$ cat src/rtl/sss_pkg.sv
// Constants, register map and carrier types of the safe-stop supervisor.
package sss_pkg;

    localparam int DATA_W = 32;
    localparam int ADDR_W = 8;
    localparam int SPD_W = 16;
    localparam int CFG_W = 16;
    localparam int T_W = 18;
    localparam int FRAC = 8;

    // Register byte offsets.
    localparam logic [ADDR_W-1:0] OFF_CTRL = 8'h00;
    localparam logic [ADDR_W-1:0] OFF_STATUS = 8'h04;
    localparam logic [ADDR_W-1:0] OFF_CFG_BASE = 8'h08;
    localparam int CFG_N = 10;
    localparam logic [ADDR_W-1:0] OFF_CFG_END = 8'h30;

    // Control register bits.
    localparam int CTRL_W = 7;
    localparam int CB_LIMIT_EN = 0;
    localparam int CB_QUICK_EN = 1;
    localparam int CB_RESTART_ONE = 2;
    localparam int CB_BRAKE_EN = 3;
    localparam int CB_INST_TWO = 4;
    localparam int CB_CTRL_BRAKED = 5;
    localparam int CB_RESTART_TWO = 6;
    localparam logic [CTRL_W-1:0] CTRL_RST = 7'h00;

    // Status register: writing one to this bit clears the latched fault.
    localparam int SB_FAULT = 7;

    // Configuration word indices; delays are in safety-cycle ticks.
    localparam int CI_MON_START = 0;
    localparam int CI_RAMP_TIME = 1;
    localparam int CI_OVERRUN = 2;
    localparam int CI_RAMP_MON = 3;
    localparam int CI_TORQUE_OFF = 4;
    localparam int CI_RAMP_START = 5;
    localparam int CI_FACTOR = 6;
    localparam int CI_OFFSET = 7;
    localparam int CI_MARGIN = 8;
    localparam int CI_BRAKE_DELAY = 9;

    typedef logic [CFG_W-1:0] sss_cfg_t;
    localparam sss_cfg_t CFG_RST [CFG_N] = '{16'h0002, 16'h0064, 16'h0002, 16'h0001, 16'h0001,
                                             16'h0000, 16'h0100, 16'h0000, 16'h0000, 16'h0064};

    typedef enum logic [1:0] {
        ST_IDLE = 2'b00,
        ST_DELAY = 2'b01,
        ST_RAMP = 2'b10,
        ST_SAFE = 2'b11
    } sss_state_e;

    typedef struct packed {
        logic limit_valid;
        logic quick_stop;
        logic [SPD_W-1:0] limit;
    } sss_drive_cmd_s;

    typedef struct packed {
        logic hold_stop_request;
        logic torque_off;
        logic brake;
    } sss_safety_s;

endpackage

$ cat src/rtl/sss_safe_stop_supervisor.sv
// Safe-stop supervisor: request handling, timed slowdown ramp, monitoring and hand-over.
module sss_safe_stop_supervisor (
    input wire logic i_clk,
    input wire logic i_srst,
    input wire logic i_cycle_tick,
    input wire logic i_request_in,
    input wire logic i_error_request,
    input wire logic i_clear_in,
    input wire logic i_standstill,
    input wire logic signed [sss_pkg::SPD_W-1:0] i_actual_speed,
    input wire logic [sss_pkg::ADDR_W-1:0] i_addr,
    input wire logic [sss_pkg::DATA_W-1:0] i_wdata,
    input wire logic i_wr,
    input wire logic i_rd,
    output logic [sss_pkg::DATA_W-1:0] o_rdata,
    output logic o_requested,
    output logic o_safe_reached,
    output logic o_fault,
    output sss_pkg::sss_drive_cmd_s o_drive_cmd,
    output sss_pkg::sss_safety_s o_safety
);

    localparam logic [sss_pkg::T_W-1:0] T_MAX = '1;

    logic [sss_pkg::CTRL_W-1:0] ctrl_q;
    sss_pkg::sss_cfg_t cfg_q [sss_pkg::CFG_N];
    logic active_q;
    logic active_d;
    logic [sss_pkg::T_W-1:0] t_q;
    logic [sss_pkg::CFG_W-1:0] n_max_q;
    logic [sss_pkg::CFG_W-1:0] n_max_d;
    logic [sss_pkg::SPD_W-1:0] limit_q;
    logic [sss_pkg::DATA_W-1:0] debt_q;
    logic [sss_pkg::CFG_W-1:0] viol_cnt_q;
    logic fault_q;
    sss_pkg::sss_state_e phase_q;
    sss_pkg::sss_state_e phase_d;
    logic [sss_pkg::DATA_W-1:0] rd_val;
    logic req_any;
    logic cancel;
    logic start;
    logic inst_two;
    logic ctrl_braked;
    logic clr_fault;
    logic [sss_pkg::SPD_W-1:0] abs_spd;
    logic [sss_pkg::DATA_W-1:0] prod;
    logic [sss_pkg::SPD_W:0] scaled;
    logic [sss_pkg::T_W-1:0] ramp_start_at;
    logic [sss_pkg::T_W-1:0] ramp_end_at;
    logic [sss_pkg::T_W-1:0] mon_at;
    logic [sss_pkg::T_W-1:0] torque_at;
    logic [sss_pkg::T_W-1:0] safe_at;
    logic [sss_pkg::CFG_W-1:0] ramp_len;
    logic ramping;
    logic mon_on;
    logic outside;
    logic [sss_pkg::ADDR_W-1:0] cfg_off;
    logic cfg_hit;

    assign inst_two = ctrl_q[sss_pkg::CB_INST_TWO];
    assign ctrl_braked = ctrl_q[sss_pkg::CB_CTRL_BRAKED];
    assign clr_fault = i_wr && (i_addr == sss_pkg::OFF_STATUS) && i_wdata[sss_pkg::SB_FAULT];

    // Register port: control, status and the configuration words.
    always_ff @(posedge i_clk) begin
        if (i_srst) begin
            ctrl_q <= sss_pkg::CTRL_RST;
        end else if (i_wr && i_addr == sss_pkg::OFF_CTRL) begin
            ctrl_q <= i_wdata[sss_pkg::CTRL_W-1:0];
        end
    end

    generate
        for (genvar gi = 0; gi < sss_pkg::CFG_N; gi++) begin : g_cfg
            localparam logic [sss_pkg::ADDR_W-1:0] OFF = sss_pkg::ADDR_W'(sss_pkg::OFF_CFG_BASE + 4 * gi);
            always_ff @(posedge i_clk) begin
                if (i_srst) begin
                    cfg_q[gi] <= sss_pkg::CFG_RST[gi];
                end else if (i_wr && i_addr == OFF) begin
                    cfg_q[gi] <= i_wdata[sss_pkg::CFG_W-1:0];
                end
            end
        end
    endgenerate

    assign cfg_off = i_addr - sss_pkg::OFF_CFG_BASE;
    assign cfg_hit = (i_addr >= sss_pkg::OFF_CFG_BASE) && (i_addr < sss_pkg::OFF_CFG_END) && (i_addr[1:0] == 2'h0);

    always_comb begin
        rd_val = '0;
        if (i_addr == sss_pkg::OFF_CTRL) begin
            rd_val = sss_pkg::DATA_W'(ctrl_q);
        end else if (i_addr == sss_pkg::OFF_STATUS) begin
            rd_val = sss_pkg::DATA_W'({phase_q, fault_q, o_safe_reached, o_requested, o_safety.hold_stop_request,
                                       o_safety.torque_off, o_safety.brake, o_drive_cmd.quick_stop,
                                       o_drive_cmd.limit_valid});
        end else if (cfg_hit) begin
            rd_val = sss_pkg::DATA_W'(cfg_q[4'(cfg_off >> 2)]);
        end
    end

    // Unmapped reads return zero; the data stand only in the cycle after the strobe.
    always_ff @(posedge i_clk) begin
        if (i_srst || !i_rd) begin
            o_rdata <= '0;
        end else begin
            o_rdata <= rd_val;
        end
    end

    // A pending request always beats both the clear input and automatic restart.
    assign req_any = i_request_in || i_error_request;
    assign cancel = !req_any && (i_clear_in ||
                    (inst_two ? ctrl_q[sss_pkg::CB_RESTART_TWO] : ctrl_q[sss_pkg::CB_RESTART_ONE]));
    assign active_d = active_q ? !cancel : req_any;
    assign start = req_any && !active_q;

    always_ff @(posedge i_clk) begin
        if (i_srst) begin
            active_q <= 1'b0;
        end else begin
            active_q <= active_d;
        end
    end

    // Elapsed safety-cycle ticks since the request; zero while idle.
    always_ff @(posedge i_clk) begin
        if (i_srst || !active_q) begin
            t_q <= '0;
        end else if (i_cycle_tick && t_q != T_MAX) begin
            t_q <= t_q + 1'b1;
        end
    end

    assign ramp_start_at = sss_pkg::T_W'(cfg_q[sss_pkg::CI_RAMP_START]);
    assign ramp_end_at = sss_pkg::T_W'(cfg_q[sss_pkg::CI_RAMP_TIME]);
    assign mon_at = sss_pkg::T_W'(ramp_start_at + cfg_q[sss_pkg::CI_RAMP_MON]);
    assign torque_at = sss_pkg::T_W'(ramp_end_at +
                       (ctrl_q[sss_pkg::CB_BRAKE_EN] ? cfg_q[sss_pkg::CI_TORQUE_OFF] : '0));
    assign safe_at = sss_pkg::T_W'((inst_two ? ramp_end_at : torque_at) + cfg_q[sss_pkg::CI_RAMP_MON]);
    assign ramp_len = (cfg_q[sss_pkg::CI_RAMP_TIME] > cfg_q[sss_pkg::CI_RAMP_START]) ?
                      sss_pkg::CFG_W'(cfg_q[sss_pkg::CI_RAMP_TIME] - cfg_q[sss_pkg::CI_RAMP_START]) :
                      sss_pkg::CFG_W'(1);
    assign ramping = (t_q >= ramp_start_at) && (t_q < ramp_end_at);

    // Ramp start speed from the speed seen at the request, saturated to full scale.
    assign abs_spd = i_actual_speed[sss_pkg::SPD_W-1] ? sss_pkg::SPD_W'(-i_actual_speed) : sss_pkg::SPD_W'(i_actual_speed);
    // Both operands are widened first so that the product keeps its upper bits.
    assign prod = sss_pkg::DATA_W'(abs_spd) * sss_pkg::DATA_W'(cfg_q[sss_pkg::CI_FACTOR]);
    assign scaled = sss_pkg::CFG_W'(prod >> sss_pkg::FRAC) + {1'b0, cfg_q[sss_pkg::CI_OFFSET]};
    assign n_max_d = (|(prod >> (sss_pkg::FRAC + sss_pkg::SPD_W)) || scaled[sss_pkg::SPD_W]) ?
                     '1 : scaled[sss_pkg::SPD_W-1:0];

    always_ff @(posedge i_clk) begin
        if (i_srst) begin
            n_max_q <= '0;
        end else if (start) begin
            n_max_q <= n_max_d;
        end
    end

    // The ramp falls by n_max over ramp_len ticks: each tick adds n_max to a debt that is
    // paid off one speed step per clock. This avoids a divider but assumes the tick period
    // in clocks is at least n_max divided by ramp_len.
    always_ff @(posedge i_clk) begin
        if (i_srst || !active_d) begin
            limit_q <= '0;
            debt_q <= '0;
        end else if (start) begin
            limit_q <= n_max_d;
            debt_q <= '0;
        end else if (t_q >= ramp_end_at) begin
            limit_q <= '0;
            debt_q <= '0;
        end else if (i_cycle_tick && ramping) begin
            debt_q <= sss_pkg::DATA_W'(debt_q + n_max_q);
        end else if (debt_q >= sss_pkg::DATA_W'(ramp_len) && limit_q != '0) begin
            debt_q <= sss_pkg::DATA_W'(debt_q - ramp_len);
            limit_q <= limit_q - 1'b1;
        end
    end

    // Monitoring waits for both the start delay and the sent-value settle delay.
    assign mon_on = active_q && (t_q >= sss_pkg::T_W'(cfg_q[sss_pkg::CI_MON_START])) && (t_q >= mon_at);
    assign outside = mon_on && (abs_spd > limit_q);

    always_ff @(posedge i_clk) begin
        if (i_srst || !outside) begin
            viol_cnt_q <= '0;
        end else if (i_cycle_tick && viol_cnt_q != '1) begin
            viol_cnt_q <= viol_cnt_q + 1'b1;
        end
    end

    // Set beats the software clear so an excursion in the clear cycle is never lost.
    always_ff @(posedge i_clk) begin
        if (i_srst) begin
            fault_q <= 1'b0;
        end else if (outside && i_cycle_tick && viol_cnt_q >= cfg_q[sss_pkg::CI_OVERRUN]) begin
            fault_q <= 1'b1;
        end else if (clr_fault) begin
            fault_q <= 1'b0;
        end
    end
    assign o_fault = fault_q;

    always_comb begin
        phase_d = sss_pkg::ST_IDLE;
        case (1'b1)
            !active_d: begin
                phase_d = sss_pkg::ST_IDLE;
            end
            start || t_q < ramp_start_at: begin
                phase_d = sss_pkg::ST_DELAY;
            end
            t_q < safe_at: begin
                phase_d = sss_pkg::ST_RAMP;
            end
            default: begin
                phase_d = sss_pkg::ST_SAFE;
            end
        endcase
    end

    always_ff @(posedge i_clk) begin
        if (i_srst) begin
            phase_q <= sss_pkg::ST_IDLE;
        end else begin
            phase_q <= phase_d;
        end
    end

    // Status flags and hand-over to the dependent safety functions.
    always_ff @(posedge i_clk) begin
        if (i_srst) begin
            o_requested <= 1'b0;
            o_safe_reached <= 1'b0;
            o_safety <= '0;
        end else begin
            o_requested <= active_d;
            o_safe_reached <= active_d && active_q && t_q >= safe_at;
            o_safety.hold_stop_request <= active_d && active_q && inst_two && t_q >= safe_at;
            o_safety.torque_off <= active_d && active_q && !inst_two && t_q >= torque_at;
            o_safety.brake <= active_d && active_q && !inst_two && ctrl_q[sss_pkg::CB_BRAKE_EN] &&
                              (i_standstill || t_q >= sss_pkg::T_W'(cfg_q[sss_pkg::CI_BRAKE_DELAY]));
        end
    end

    // In controller-braked mode the basic unit is left alone (no quick stop, no limit_valid); status and safety hand-over still run.
    always_ff @(posedge i_clk) begin
        if (i_srst) begin
            o_drive_cmd <= '0;
        end else begin
            o_drive_cmd.quick_stop <= active_d && ctrl_q[sss_pkg::CB_QUICK_EN] && !ctrl_braked;
            o_drive_cmd.limit_valid <= active_d && ctrl_q[sss_pkg::CB_LIMIT_EN] && !ctrl_braked;
            o_drive_cmd.limit <= (limit_q > cfg_q[sss_pkg::CI_MARGIN]) ?
                                 sss_pkg::SPD_W'(limit_q - cfg_q[sss_pkg::CI_MARGIN]) : '0;
        end
    end
endmodule

$ cat config.mk
export PLATFORM = sky130hd
export DESIGN_NAME = sss_safe_stop_supervisor
export DESIGN_NICKNAME = d
export VERILOG_FILES = /design/src/rtl/sss_pkg.sv /design/src/rtl/sss_safe_stop_supervisor.sv
export SDC_FILE = /design/constraint.sdc
export NUM_CORES = 2
export LEC_CHECK = 0
export ABC_AREA = 1
export BUFFER_PORTS_ARGS = -buffer_cell sky130_fd_sc_hd__buf_2
export CORE_MARGIN = 5
export CORE_UTILIZATION = 30
export CTS_CLUSTER_DIAMETER = 150
export CTS_CLUSTER_SIZE = 30
export DETAILED_ROUTE_END_ITERATION = 8
export PLACE_DENSITY = 0.5
export SKIP_CTS_REPAIR_TIMING = 1
export SYNTH_ARGS = -nofsm -noshare
export SYNTH_HDL_FRONTEND = slang
export SYNTH_SLANG_ARGS = --single-unit
$ cat constraint.sdc
create_clock -name i_clk -period 8.4 [get_ports i_clk]
set_clock_uncertainty 0.15 [all_clocks]
set_input_delay 0.84 -clock i_clk [delete_from_list [all_inputs] [get_ports i_clk]]
set_output_delay 0.84 -clock i_clk [all_outputs]
set_load 0.01 [all_outputs]
# Word level (Yosys, flattened, before mapping)
# Memories as Yosys holds them, arrays and structs flattened.
# Index checks and enable logic that the tools add are counted.
# W data, S select, Z words.
op_classes:
  bitwise: 13
  shift: 0
  mux: 62
  n_eq_ne: 14
  n_lt_le_gt_ge: 17
  add_sub_neg: 13
  reduce_logical: 71
  div: 0
  mul: 1
ops:
  columns: ["op", "count"]
  rows:
  - ["$mux W16", 18]
  - ["$ge A18 B16 Y1", 4]
  - ["$mux W32", 2]
  - ["$add A16 B16 Y17", 3]
  - ["$gt A16 B16 Y1", 3]
  - ["$logic_and A1 B1 Y1", 39]
  - ["$mux W1", 38]
  - ["$ge A18 B17 Y1", 2]
  - ["$lt A18 B16 Y1", 2]
  - ["$add A32 B16 Y32", 1]
  - ["$eq A8 B5 Y1 const B", 4]
  - ["$eq A8 B6 Y1 const B", 4]
  - ["$ge A32 B16 Y1", 1]
  - ["$mul A16 B16 Y32", 1]
  - ["$sub A16 B16 Y16", 2]
  - ["$sub A32 B16 Y32", 1]
  - ["$mux W10", 2]
  - ["$add A17 B16 Y18", 1]
  - ["$add A18 B1 Y18 const B", 1]
  - ["$ge A18 B18 Y1", 1]
  - ["$lt A18 B18 Y1", 1]
  - ["$ne A18 B18 Y1 const B", 1]
  - ["$mux W17", 1]
  - ["$add A16 B1 Y16 const B", 1]
  - ["other kinds (25)", 57]
word_totals:
  inputBits: 65
  latch_bits: 0
  output_inout_bits: 56
  n_memories: 1
  romBits: 0
  ff_bits: 163
  word_cells: 213
  ramBits: 160
mem_list:
  columns: ["memory", "depth", "word_bits", "read_ports", "rd_ports_with_merged_regs", "write_ports", "line", "source"]
  rows:
  - ["cfg_q", 10, 16, 11, 0, 10, "sss_safe_stop_supervisor.sv:26", "sss_pkg::sss_cfg_t cfg_q [sss_pkg::CFG_N];"]

# Longest topological paths before layout
depth:
  word_depth: 9
  ltp_mapped: 47
  mapped_depth_nobuf: 44

# Worst setup path before layout
# No wires, ideal clock.
synth_timing:
  path_kind: "in2reg"
  from: "input port i_actual_speed[0] (netlist bit)"
  to: "register n_max_q[13] (netlist bit)"
  required_time_ns: 8.107
  t_arrival_ns: 8.277
  path_buffers: 3
  path_stages: 41
  setup_ns: 0.143
  path_slack_ns: -0.171
  cell_sequence: "buf_2 > clkbuf_1 > inv_1 > ha_1 > inv_1 > nor2_1 > nand2_1 > nand2_1 > or2_2 > nand2_1 > clkbuf_1 > nand2_1 > fa_1 > fa_1 > fa_1 > fa_1 > inv_1 > fa_1 > [5 not listed] > o21ai_0 > a21oi_1 > nand2_2 > xor2_1 > ha_1 > inv_1 > o21bai_1 > nand3_1 > nand3_1 > a21boi_0 > o21ai_0 > nand2_1 > nand2_1 > nand2_1 > nand2_1 > nand4_2 > nand2_2 > a21oi_2"
synth_via:
  elab_chain_len: 6
  elab_cells_between_ends: 7
  cone_classes: "add/sub (2); mul (1); mux (2); reduce/logical (2)"
synth_rtl:
  columns: ["element", "line", "source"]
  rows:
  - ["start, declared", "sss_safe_stop_supervisor.sv:10", "input wire logic signed [sss_pkg::SPD_W-1:0] i_actual_speed,"]
  - ["$neg A16 Y16", "sss_safe_stop_supervisor.sv:147", "assign abs_spd = i_actual_speed[sss_pkg::SPD_W-1] ? sss_pkg::SPD_W'(-i_actual_speed) : sss_pkg::SPD_W'(i_actua ..."]
  - ["$mux W16 (*)", "sss_safe_stop_supervisor.sv:147", null]
  - ["$mul A16 B16 Y32 (*)", "sss_safe_stop_supervisor.sv:149", "assign prod = sss_pkg::DATA_W'(abs_spd) * sss_pkg::DATA_W'(cfg_q[sss_pkg::CI_FACTOR]);"]
  - ["$add A16 B16 Y17 / $reduce_or A8 Y1 (equally long branches)", "sss_safe_stop_supervisor.sv:150, sss_safe_stop_supervisor.sv:151", null]
  - ["$logic_or A1 B1 Y1", "sss_safe_stop_supervisor.sv:151", "assign n_max_d = (|(prod >> (sss_pkg::FRAC + sss_pkg::SPD_W)) || scaled[sss_pkg::SPD_W]) ?"]
  - ["$mux W16 (*)", "sss_safe_stop_supervisor.sv:151", null]
  - ["end signal, assigned", "sss_safe_stop_supervisor.sv:158", "n_max_q <= n_max_d;"]
  - ["end, declared", "sss_safe_stop_supervisor.sv:30", "logic [sss_pkg::CFG_W-1:0] n_max_q;"]
# Every way passes the cells marked *; elsewhere a longest branch is shown, timed or not.
# A chain may end at the register's enable or synchronous reset.

# Worst setup path after layout
layout_timing:
  from: "input port i_actual_speed[0] (netlist bit)"
  to: "register n_max_q[9] (netlist bit)"
# The elaborated chain is that of the path after synthesis.

==> run metrics <==
Req. time, crit path=about 8700 ps; Congestion Overflow GR=0; Final nets=approximately 5200; Post-Layout Cell Count=5918; average vias per placed instance=between 5 and 6; reg-to-reg startpoint=cfg_q[6][2]; IO buf count=88; Hold WS=322.4 ps; DRT Wirelength=117100 um; DRT antenna net count=0; row count=between 100 and 150; fin util=0.3421; Starting DRT DRC Count=between 2000 and 3000; DRC Markers=0; Post-Syn Area=~0.032 mm^2; crit path capture type=flop; post-route setup slack=just over 300 ps; Rel. slew slack=0.2287; dominant synthesized flop cell=edfxtp_1; CP arrival=8360 ps; dpl hpwl=95040 um; Worst path slowest cell=fa_1; Initial Util=0.3028; Worst Tran Pin Value=between 1000 and 1500 ps; Post-synth EDFFs=160; Min-Delay Endpoint=o_drive_cmd[17]; Clock Latency Late Sink=between 500 and 600 ps; H-tree Lvls=1; Worst Hold Launch=ctrl_q[0]; period utilization=0.9639; Gate Count Post-Synth=between 4000 and 5000; Sink Count=307; final setup fails=0; most common cell in the synthesized netlist=nand2_1; Yosys top cell area share=0.1480; main area contributors after synthesis=edfxtp_1, ha_1, fa_1, nand2_1, dfxtp_1; run status=finished clean; Die W=about 340 um; RePlAce Congestion=0.9381; Max Cap Violations=0; worst-case register-to-register setup slack=~910 ps; fin. max-slew vios=0; post-synthesis sequential area ratio=0.2387; register bit total from synthesis=~300; number of detailed-route iterations in the first pass=6; r2r worst-path depth=28; initial antenna violation count=10; Placeable Area=0.1072 mm^2; CP Class=in -> reg; area grow syn2layout=13.00%; Die Ht=about 340 um; Max FO, Critical Path=8; final worst path period need=between 8000 and 9000 ps; dominant cell type by area after synthesis=edfxtp_1; synthesized area per cell=7.588 um^2; synth warn=0; Placed Cells=a little under 6000; CTS clk-pin slew, worst paths=about 120 ps; vias in the first global route=27690; Wirelength per Cell=approximately 20 um; crit start category=input port; Netlist cell types=70; share of layout cells above drive strength 1=0.1119; die area=between 0.1 and 0.15 mm^2; CTS tree=built; Ports=around 120; Synth async-reset ratio=0; crit-path max cell delay=between 500 and 600 ps; first-pass GRT wire length=about 170000 um; Hold Path Stages=2; CTS buffer count=14; reg2reg end=n_max_q[9]; GRT Total Usage=0.1951; largest net degree at the start of global routing=33; endpoints failing hold=0; top cells by count, synth=nand2_1, inv_1, nor2_1; most used cell, CP=fa_1; CTS Root Cell=clkbuf_16; pre-CTS WS=-520.9 ps; Hold WC Path Type=reg -> reg; CTS Buffer Depth=3; Max Freq=123.5 MHz; Vias=roughly 30000
[cell families after synthesis]
kind of cell | share of synthesized area
and+or+nand+nor | 0.2227
buffers and inverters | 0.09756
AOI/OAI and AO/OA | 0.1311
adders and majority gates | 0.2712
DFF | 0.2387
xor gates and xnor gates | 0.03858
other | 0.0001155
[area by class of cell]
class	count	area, um^2
Sequential cell	307	7747
Clock inverter	2	25.02
Antenna cell	4	10.01
Fill cell	11560	70520
Multi-Input combinational cell	3174	21970
Inverter	699	2626
Tap cell	1403	1755
Timing Repair Buffer	308	2147
Clock buffer	21	397.9
[worst max path at each step]
stage	from	slack, ps	end	cells after the start
floorplan	i_actual_speed[0]	10	n_max_q[10]	43
global placement	i_actual_speed[3]	-470	n_max_q[11]	41
detailed placement	i_actual_speed[3]	-520	n_max_q[3]	41
CTS	i_actual_speed[3]	30	n_max_q[3]	41
global route	i_actual_speed[0]	-40	n_max_q[9]	43
finish	i_actual_speed[0]	300	n_max_q[9]	43
[placed cells by master, fill, tap and decap left out, types with 11 or more instances in the layout]
cell type	synthesis	layout
nand2_1	838	825
inv_1	662	660
nor2_1	514	504
ha_1	382	374
a21oi_1	305	292
buf_4	19	216
fa_1	201	200
o21ai_0	192	182
edfxtp_1	160	160
dfxtp_1	147	147
nand3_1	130	127
xor2_1	90	88
buf_2	10	88
nor3_1	62	59
xnor2_1	53	51
nand4_1	47	47
a31oi_1	38	37
nand2_2	23	35
a21oi_2	20	30
o22ai_1	30	30
clkinv_1	22	22
o211ai_1	21	21
o21ai_1	15	19
inv_2	14	16
o2111ai_1	16	16
conb_1	1	16
clkbuf_16	0	16
o21bai_1	15	15
or2_2	15	15
a21o_1	14	14
nor2_2	3	11
a211oi_1	11	11
[through the flow]
stage	area, um^2	TNS [ps]
floorplan	32520	0
finish	36680	0
global route	36670	-449.6
global placement	35790	-13780
CTS	36210	0
detailed placement	35790	-15400
[metal layers]
metal,track usage,wire length (um),vias to the layer above,part of all wire
li1,-,-,14410,-
met1,0.2845,54680,14120,0.47
met2,0.2975,50050,955,0.43
met3,0.04192,9666,123,0.083
met4,0.03960,2668,10,0.023
met5,0,43,-,0.00037
[registers in the layout, summed over array words and instances, names as in the netlist]
name            count
cfg_q             160
ctrl_q              7
debt_q             32
limit_q            16
n_max_q            16
o_drive_cmd        18
o_fault             1
o_rdata            16
o_requested         1
o_safe_reached      1
o_safety            3
phase_q             2
t_q                18
viol_cnt_q         16
[worst max-delay path: cells and delay by family]
family          cells  cell delay [ps]
buf+inv            11             1020
compound gates      4              280
fa+ha+maj           8             3670
xor+xnor            1              180
simple gates       19             2370
Power is left out: the tool's default activity adds up to more than one toggle a clock period on the data nets, which glitch-free logic cannot reach.
